File: src/swc_params.svh
`ifndef SWC_PARAMS_SVH
`define SWC_PARAMS_SVH

// Trigger mode codes for the external lines
`define SWC_TRIG_RISE  3'h0
`define SWC_TRIG_FALL  3'h1
`define SWC_TRIG_BOTH  3'h2
`define SWC_TRIG_HIGH  3'h3
`define SWC_TRIG_LOW   3'h4
// Standby command codes
`define SWC_CMD_PAUSE  2'h1
`define SWC_CMD_DEEP   2'h2
`define SWC_CMD_XTAL   2'h3
// Reset values
`define SWC_RST_OSC    5'h00
`define SWC_RST_PINS   4'h0
`endif

File: src/swc_pkg.sv
`include "swc_params.svh"
package swc_pkg;
  typedef enum logic [1:0] {
    SWC_RUN, SWC_PAUSE, SWC_DEEP, SWC_XTAL
  } swc_mode_t;

  typedef struct packed {
    swc_mode_t  mode;
    logic [3:0] pin_s1;
    logic [3:0] pin_s2;
    logic [3:0] pin_d;
    logic [3:0] line_flag;
    logic [4:0] osc_en;
    logic       reset_wake;
    logic       irq_wake;
  } swc_state_t;
endpackage : swc_pkg

File: src/swc_standby_wakeup_control.sv
`timescale 1ns/1ps
`include "swc_params.svh"
module swc_standby_wakeup_control
  import swc_pkg::*;
(
  input  wire logic       clk,
  input  wire logic       rstn,
  input  wire logic       cmd_valid,
  input  wire logic [1:0] cmd_mode,
  input  wire logic [4:0] osc_run_req,
  input  wire logic       wdt_lsrc_keep,
  input  wire logic       reset_pin_low,
  input  wire logic       lvd_reset,
  input  wire logic       wdt_reset,
  input  wire logic       irq_accepted,
  input  wire logic       port0_irq,
  input  wire logic       ext_irq_line_e,
  input  wire logic       ext_irq_line_f,
  input  wire logic       base_timer_irq,
  input  wire logic       xtal_selected,
  input  wire logic [3:0] port7_pins,
  input  wire logic [2:0] trig_mode_a,
  input  wire logic [2:0] trig_mode_b,
  input  wire logic [2:0] trig_mode_c,
  input  wire logic [2:0] trig_mode_d,
  input  wire logic [3:0] line_clear,
  output logic            cpu_run,
  output logic            periph_clk_en,
  output logic            base_timer_clk_en,
  output logic [4:0]      osc_en,
  output logic            lsrc_en,
  output logic [3:0]      ext_irq_req,
  output logic            timer_zero_low_byte_capture,
  output logic            port7_pin_a_wake,
  output logic            wake_to_reset,
  output logic            wake_to_irq,
  output swc_mode_t       mode
);
  // osc_en bits: 0 ceramic, 1 low RC, 2 mid RC, 3 var RC, 4 crystal
  swc_state_t st;
  swc_state_t next_st;
  logic [3:0] rise;
  logic [3:0] fall;
  logic [3:0] hit;
  logic [2:0] tm [4];
  logic       any_reset;
  logic       level_ab;
  logic       sleep_wake;

  assign tm[0] = trig_mode_a;
  assign tm[1] = trig_mode_b;
  assign tm[2] = trig_mode_c;
  assign tm[3] = trig_mode_d;
  assign rise = st.pin_s2 & ~st.pin_d;
  assign fall = ~st.pin_s2 & st.pin_d;

  // --------------------------------------------------------------
  // Trigger detection
  // --------------------------------------------------------------
  genvar g;
  for (g = 0; g < 4; g++) begin : g_trig
    if (g < 2) begin : g_ab
      assign hit[g] = (tm[g] == `SWC_TRIG_RISE) ? rise[g] :
                      (tm[g] == `SWC_TRIG_FALL) ? fall[g] :
                      (tm[g] == `SWC_TRIG_HIGH) ? st.pin_s2[g] :
                      (tm[g] == `SWC_TRIG_LOW)  ? ~st.pin_s2[g] : 1'b0;
    end else begin : g_cd
      assign hit[g] = (tm[g] == `SWC_TRIG_RISE) ? rise[g] :
                      (tm[g] == `SWC_TRIG_FALL) ? fall[g] :
                      (tm[g] == `SWC_TRIG_BOTH) ? (rise[g] | fall[g]) :
                      1'b0;
    end
  end

  assign any_reset = reset_pin_low | lvd_reset | wdt_reset;
  assign level_ab =
    (((tm[0] == `SWC_TRIG_HIGH) || (tm[0] == `SWC_TRIG_LOW)) && hit[0]) ||
    (((tm[1] == `SWC_TRIG_HIGH) || (tm[1] == `SWC_TRIG_LOW)) && hit[1]);
  assign sleep_wake = level_ab | hit[2] | ext_irq_line_e |
                      ext_irq_line_f | port0_irq;

  // --------------------------------------------------------------
  // Next state
  // --------------------------------------------------------------
  always_comb begin
    next_st = st;
    next_st.pin_s1 = port7_pins;
    next_st.pin_s2 = st.pin_s1;
    next_st.pin_d  = st.pin_s2;
    next_st.reset_wake = 1'b0;
    next_st.irq_wake = 1'b0;
    // Set wins over clear
    next_st.line_flag = (st.line_flag & ~line_clear) | hit;
    unique case (st.mode)
      SWC_RUN: begin
        next_st.osc_en = osc_run_req;
        if (cmd_valid) begin
          unique case (cmd_mode)
            `SWC_CMD_PAUSE: next_st.mode = SWC_PAUSE;
            `SWC_CMD_DEEP: begin
              next_st.mode = SWC_DEEP;
              next_st.osc_en = 5'h00;
            end
            `SWC_CMD_XTAL: begin
              next_st.mode = SWC_XTAL;
              next_st.osc_en = {st.osc_en[4], 4'h0};
            end
            default: next_st.mode = SWC_RUN;
          endcase
        end
      end
      SWC_PAUSE: begin
        if (any_reset || irq_accepted || (|hit)) begin
          next_st.mode = SWC_RUN;
          next_st.reset_wake = any_reset;
          next_st.irq_wake = ~any_reset;
        end
      end
      SWC_DEEP, SWC_XTAL: begin
        if (any_reset || sleep_wake || ((st.mode == SWC_XTAL) &&
            base_timer_irq && xtal_selected)) begin
          next_st.mode = SWC_RUN;
          next_st.osc_en = osc_run_req;
          next_st.reset_wake = any_reset;
          next_st.irq_wake = ~any_reset;
        end
      end
    endcase
  end

  // --------------------------------------------------------------
  // State register
  // --------------------------------------------------------------
  always_ff @(posedge clk) begin
    if (!rstn) begin
      st.mode       <= SWC_RUN;
      st.pin_s1     <= `SWC_RST_PINS;
      st.pin_s2     <= `SWC_RST_PINS;
      st.pin_d      <= `SWC_RST_PINS;
      st.line_flag  <= `SWC_RST_PINS;
      st.osc_en     <= `SWC_RST_OSC;
      st.reset_wake <= 1'b0;
      st.irq_wake   <= 1'b0;
    end else begin
      st <= next_st;
    end
  end

  // --------------------------------------------------------------
  // Outputs
  // --------------------------------------------------------------
  // core halts in every standby mode; peripherals also stop in deep and crystal modes
  assign cpu_run = (st.mode == SWC_RUN);
  assign periph_clk_en = (st.mode == SWC_RUN) || (st.mode == SWC_PAUSE);
  assign base_timer_clk_en = periph_clk_en || (st.mode == SWC_XTAL);
  assign osc_en = st.osc_en;
  assign lsrc_en = (periph_clk_en & st.osc_en[1]) | wdt_lsrc_keep;
  assign ext_irq_req = st.line_flag;
  assign timer_zero_low_byte_capture = hit[0];
  assign port7_pin_a_wake = hit[0];
  assign wake_to_reset = st.reset_wake;
  assign wake_to_irq = st.irq_wake;
  assign mode = st.mode;
endmodule : swc_standby_wakeup_control

File: config.mk
export PLATFORM = sky130hd
export DESIGN_NAME = swc_standby_wakeup_control
export DESIGN_NICKNAME = d
export VERILOG_FILES = /design/src/swc_pkg.sv /design/src/swc_standby_wakeup_control.sv
export VERILOG_INCLUDE_DIRS = /design/src
export SDC_FILE = /design/constraint.sdc
export NUM_CORES = 1
export LEC_CHECK = 0
export BUFFER_PORTS_ARGS = -buffer_cell sky130_fd_sc_hd__buf_2
export CORE_MARGIN = 4
export CORE_UTILIZATION = 35
export CTS_CLUSTER_SIZE = 25
export DETAILED_ROUTE_END_ITERATION = 10
export GPL_TIMING_DRIVEN = 1
export PLACE_DENSITY = 0.7
export SKIP_LAST_GASP = 1
export SLEW_MARGIN = 10
export SYNTH_ARGS = -nofsm -noshare
export SYNTH_HDL_FRONTEND = slang
export SYNTH_SLANG_ARGS = --single-unit
File: constraint.sdc
create_clock -name clk -period 1.85 [get_ports clk]
set_input_delay 0.185 -clock clk [delete_from_list [all_inputs] [get_ports clk]]
set_output_delay 0.185 -clock clk [all_outputs]
set_load 0.05 [all_outputs]
# After elaboration in Yosys (flattened, before gate mapping)
# Cells that the tools add are included.
totals:
  latchBits: 0
  mem_bits_ro: 0
  ramBits: 0
  input_bits: 40
  output_inout_bits: 19
  ff_bits: 25
  memories: 0
  elab_cells: 98
classes:
  order_cmp: 0
  add_sub_neg: 0
  div: 0
  bitwise_logic: 20
  reduce_logical: 24
  eq_ne: 20
  n_mul: 0
  n_shift: 0
  muxes: 25
ops:
  columns: ["operator", "count"]
  rows:
  - ["case mux 5 bit (2 select lines)", 2]
  - ["two-way mux 1 bit", 14]
  - ["bitwise AND 4 bit", 3]
  - ["equality test 3 x 1 -> 1 bit (second input constant)", 4]
  - ["equality test 3 x 2 -> 1 bit (second input constant)", 4]
  - ["logical NOT 3 bit", 4]
  - ["inverter 4 bit", 3]
  - ["case mux 2 bit (3 select lines)", 2]
  - ["logical OR 1 bit", 9]
  - ["OR 1 bit", 9]
  - ["equality test 2 bit (second input constant)", 4]
  - ["two-way mux 2 bit", 4]
  - ["two-way mux 7 bit", 1]
  - ["equality test 3 bit (second input constant)", 2]
  - ["inequality test 2 bit (second input constant)", 3]
  - ["AND reduction 3 bit", 2]
  - ["two-way mux 5 bit", 1]
  - ["equality test 2 x 1 -> 1 bit (second input constant)", 2]
  - ["logical AND 1 bit", 4]
  - ["OR 4 bit", 1]
  - ["case mux 2 bit (2 select lines)", 1]
  - ["OR reduction 4 bit", 1]
  - ["inequality test 3 bit (second input constant)", 1]
  - ["inverter 1 bit", 3]
  - ["other kinds (5)", 5]

# Logic depth before layout (Yosys ltp)
depth:
  depth_word: 15
  ltp_mapped: 7
  mapped_depth_nobuf: 7

# Worst setup path before layout
# OpenSTA, ideal clock, no wires.
synth_path:
  kind: "flip-flop to flip-flop"
  start: "register st[13] in the netlist's numbering"
  end: "register osc_en[0] (netlist name)"
  slack_ns: 0.029
  n_path_buf: 0
  synth_period_minus_slack_ns: 1.821
  t_arrival_ns: 1.704
  stages_incl_launch_ff: 8
  setup_ns: 0.117
  required_ns: 1.733
  cell_sequence: "dfxtp_1 -> inv_1 -> ha_1 -> or4b_4 -> o211ai_2 -> nor4_4 -> o21a_1 -> a22o_1"
synth_via:
  elab_chain_len: 14
  word_cells_on_any_way: 15
  cone_classes: "eq/ne (1); mux (3); bitwise (8); reduce/logical (3)"
synth_lines:
  columns: ["element", "line", "text"]
  rows:
  - ["start: declaration", "swc_standby_wakeup_control.sv:40", "swc_state_t st;"]
  - ["start signal: assignment", "swc_standby_wakeup_control.sv:145", "st <= next_st;"]
  - ["inverter 4 bit", "swc_standby_wakeup_control.sv:54", "assign rise = st.pin_s2 & ~st.pin_d;"]
  - ["bitwise AND 4 bit", "swc_standby_wakeup_control.sv:54", null]
  - ["OR 1 bit", "swc_standby_wakeup_control.sv:70", "(tm[g] == `SWC_TRIG_BOTH) ? (rise[g] | fall[g]) :"]
  - ["two-way mux 1 bit", "swc_standby_wakeup_control.sv:70", null]
  - ["two-way mux 1 bit", "swc_standby_wakeup_control.sv:69", "(tm[g] == `SWC_TRIG_FALL) ? fall[g] :"]
  - ["two-way mux 1 bit (*)", "swc_standby_wakeup_control.sv:68", "assign hit[g] = (tm[g] == `SWC_TRIG_RISE) ? rise[g] :"]
  - ["OR 1 bit (*) (3 in a row)", "swc_standby_wakeup_control.sv:79", "assign sleep_wake = level_ab | hit[2] | ext_irq_line_e |"]
  - ["OR 1 bit (*)", "swc_standby_wakeup_control.sv:80", "ext_irq_line_f | port0_irq;"]
  - ["logical OR 1 bit (*) (2 in a row)", "swc_standby_wakeup_control.sv:120", "if (any_reset || sleep_wake || ((st.mode == SWC_XTAL) &&"]
  - ["inequality test 2 bit (no line) (*)", null, null]
  - ["AND reduction 2 bit (no line) (*)", null, null]
# Every way passes the cells marked *; elsewhere a longest branch is shown, timed or not.
# A chain may end at the register's enable or synchronous reset.

# Final worst setup path
layout_path:
  start: "register st (netlist bit next_st[13])"
  end: "register osc_en[3] (netlist name)"
layout_via:
  elab_chain_len: 14
  word_cells_on_any_way: 15
  cone_classes: "eq/ne (1); mux (3); bitwise (8); reduce/logical (3)"
layout_lines:
  columns: ["element", "line", "text"]
  rows:
  - ["inverter 4 bit", "swc_standby_wakeup_control.sv:55", "assign fall = ~st.pin_s2 & st.pin_d;"]
  - ["bitwise AND 4 bit", "swc_standby_wakeup_control.sv:55", null]
  - ["OR 1 bit", "swc_standby_wakeup_control.sv:70", null]
  - ["two-way mux 1 bit", "swc_standby_wakeup_control.sv:70", null]
  - ["two-way mux 1 bit", "swc_standby_wakeup_control.sv:69", null]
  - ["two-way mux 1 bit (*)", "swc_standby_wakeup_control.sv:68", null]
  - ["OR 1 bit (*) (3 in a row)", "swc_standby_wakeup_control.sv:79", null]
  - ["OR 1 bit (*)", "swc_standby_wakeup_control.sv:80", null]
  - ["logical OR 1 bit (*) (2 in a row)", "swc_standby_wakeup_control.sv:120", null]
  - ["inequality test 2 bit (no line) (*)", null, null]
  - ["AND reduction 2 bit (no line) (*)", null, null]
# Marked as above.

==> results by group <==
Power and ir drop
  • Worst vdd ir: 0.000416 V
  • Leak pwr: 0.726 nW
  • Pwr dens: 665 mW/mm^2

Yosys
  • Synth top area cells: dfxtp_1 (40%), buf_4 (7.1%), and2_1 (6.0%)
  • Synth Flop Type: dfxtp_1
  • Cell taking the most area after synthesis: dfxtp_1
  • Syn_nets: 177
  • Largest family of logic cells by synthesized area: simple AND/OR/NAND/NOR gates
  • Post-synth ARST share: 0%
  • Mean Syn Cell Area: 9.47 sq um
  • Mux contribution to synthesized area: 1.69%
  • Synth Instances: 133
  • Post-synthesis xor/xnor area fraction: 0%
  • Compound-cell area share of the yosys netlist: 17.3%
  • EDFF count, synth: 0
  • Yosys warns: 0
  • Post-synthesis adder-cell area fraction: 3.97%
  • Top cell type's share of synthesized area: 39.7%
  • Seq/Total Area, Yosys: 39.7%
  • Seq cells post-synth: 25
  • Post-synthesis simple-gate area fraction: 27.4%
  • Synthesized area: 0.00126 sq mm
  • Post-synthesis cell type count: 40

Route
  • DRT Pass-1 Iters: 4
  • Via count: 1071
  • Final WL: 2.81 mm
  • Routed wire per std cell: 12.2 um
  • DRT iter0 DRCs: 46
  • DR vias/cell: 4.64
  • DRC viols: 0
  • Antenna viol nets, final: 0

GRT
  • Pin count of the biggest net entering global routing: 24
  • Vias in the first global route: 988
  • First-pass GRT wire length: 4.34 mm
  • Total grt overflow: 0
  • Gr usage total: 12.5%
  • Initial antenna violation count: 0

Placement
  • RePlAce Congestion: 0.775
  • Post-place setup slack: -27.6 ps
  • Final HPWL from detailed placement: 2.21 mm
  • PortBufs: 58

STA
  • Least-Margin Pin Slew: 316 ps
  • Final Max Tran Viols: 0
  • Minimum clock period: 1820 ps
  • Final setup vio count: 0
  • Max-slew headroom: 78.7%
  • Setup TNS: 0 ps
  • RSZ-0062 raised after global routing: yes
  • Final Worst Setup Slack: 32.0 ps
  • Final hold vios: 0
  • FMAX: 550 MHz
  • Final period util: 98.3%
  • Max Clock Skew: 10.6 ps

Critical path
  • Slowest CP cell: or4b_4
  • Worst Path Buf+Inv: 0
  • Max FO, Critical Path: 4
  • Critical path origin: next_st[13]
  • CP peak stage delay: 500 ps
  • RR Startpoint: next_st[13]
  • Crit. End Element: flop
  • Number of cells on the critical path: 6
  • Worst r2r path cells: 6
  • Req. time, crit path: 2070 ps
  • Crit-path cells: ha_4 > or4b_4 > o211ai_4 > nor4_4 > o21a_1 > a22o_1
  • Critical path class: flop to flop
  • Critical path arrival: 2040 ps
  • Crit path launch type: flop
  • CP delay by family, top: simple AND/OR/NAND/NOR gates

Finish
  • Area of the multi-input gates: 678 sq um
  • NumNets Final: 230
  • Reg area: 507 sq um
  • Layout cells sized above 1: 45.4%
  • Commonest non-fill, non-tap cell in the layout: buf_2
  • Commonest cells after routing, fill and taps aside: buf_2 (56), dfxtp_1 (22), and2_1 (12), nor2_1 (7), inv_1 (6)
  • Area grow syn2layout: 30.1%
  • Ant diodes: 0
  • # fillers: 352

Floorplan
  • Ports: 59
  • Rows: 21
  • Core Area: 0.00342 sq mm
  • Die H: 68 um
  • Die X: 68 um
  • Initial Util: 36.9%
  • Area of the die: 0.00462 sq mm

CTS
  • Sink Count: 25
  • CTS Root Cell: clkbuf_4
  • Clk_lat worst skew: 320 ps
  • TritonCTS clock tree: built
  • Cts bufs inserted: 3
  • Cts hold-fix bufs: 0
  • CTS Buffer Depth: 2
  • CTS clk-pin slew, worst paths: 140 ps
  • # H-tree levels: 1

Hold path
  • Min-Delay Path Class: primary input to flop
  • HP Start: port7_pins[0]
  • Hold-critical path depth: 2

Status
  • Run status: finished, final reports clean

Flow run
  • Maxcap violations: 0
[synthesized netlist by cell type (3+ instances only)]
master     n
dfxtp_1   25
and2_1    12
buf_4     12
nor2_1     7
inv_1      6
nand2b_1   5
o21ai_0    5
a22o_1     4
ha_1       4
nor2b_1    4
o21a_1     4
a21oi_1    3
nand2_1    3
nand3_1    3
[path summary, 6_finish.rpt]
path                       to  slack, ps
hold / removal    next_st[15]         50
hold reg to reg   next_st[11]        450
setup / recovery    osc_en[3]         30
setup reg to reg    osc_en[3]         30
[flip-flops by register name, indices dropped and copies added (netlist names)]
name and flops:
wake_to_reset 1, osc_en 5, next_st 8, wake_to_irq 1, mode 2, ext_irq_req 4, st 4
[cell type report]
type | count | area share [%]
multi-input cells | 87 | 41.4
clock inverters | 1 | 0.458
well taps | 46 | 3.51
repair buffers | 63 | 21.0
clock buffers | 3 | 1.37
flip-flops and latches | 25 | 30.9
inverters | 6 | 1.37
[logic make-up (layout without fill, tap and decap cells)]
group                      after synthesis  count (layout)
and+or+nand+nor                         51              51
DFF                                     25              25
muxes                                    2               2
AOI/OAI and AO/OA                       30              30
adders and majority gates                4               4
buffers and inverters                   21              73
[stage by stage]
step | cells | power, mW | hold slack, ps | utilization, % | cell area (sq um)
global placement | 226 | 0.837 | 389 | 44.9 | 1540
floorplan | 133 | 0.769 | 312 | - | 1260
finish | 231 | 1.09 | 53.2 | 48.0 | 1640
detailed placement | 226 | 0.840 | 395 | 44.9 | 1540
CTS | 230 | 1.10 | 40.7 | 47.4 | 1620
global route | 231 | 1.16 | 22.6 | 48.0 | 1640
[metal layers]
layer / track usage [%] / wire length [um]
met2: 19.6 / 1340
met3: 4.43 / 199
met5: 0 / 0
met4: 3.72 / 40
met1: 16.1 / 1230
[power breakdown]
part | switching [mW] | total [mW] | internal (mW)
registers | 0.0165 | 0.580 | 0.564
logic | 0.161 | 0.262 | 0.102
clock network | 0.164 | 0.247 | 0.0827
total | 0.341 | 1.09 | 0.748
[timing repair]
action | in CTS | in global routing
pin swaps | 3 | 3
resized for setup | 11 | 5
endpoints found under the setup margin | 6 | 8
buffers inserted | 0 | 1
(Power assumes the default switching activity.)
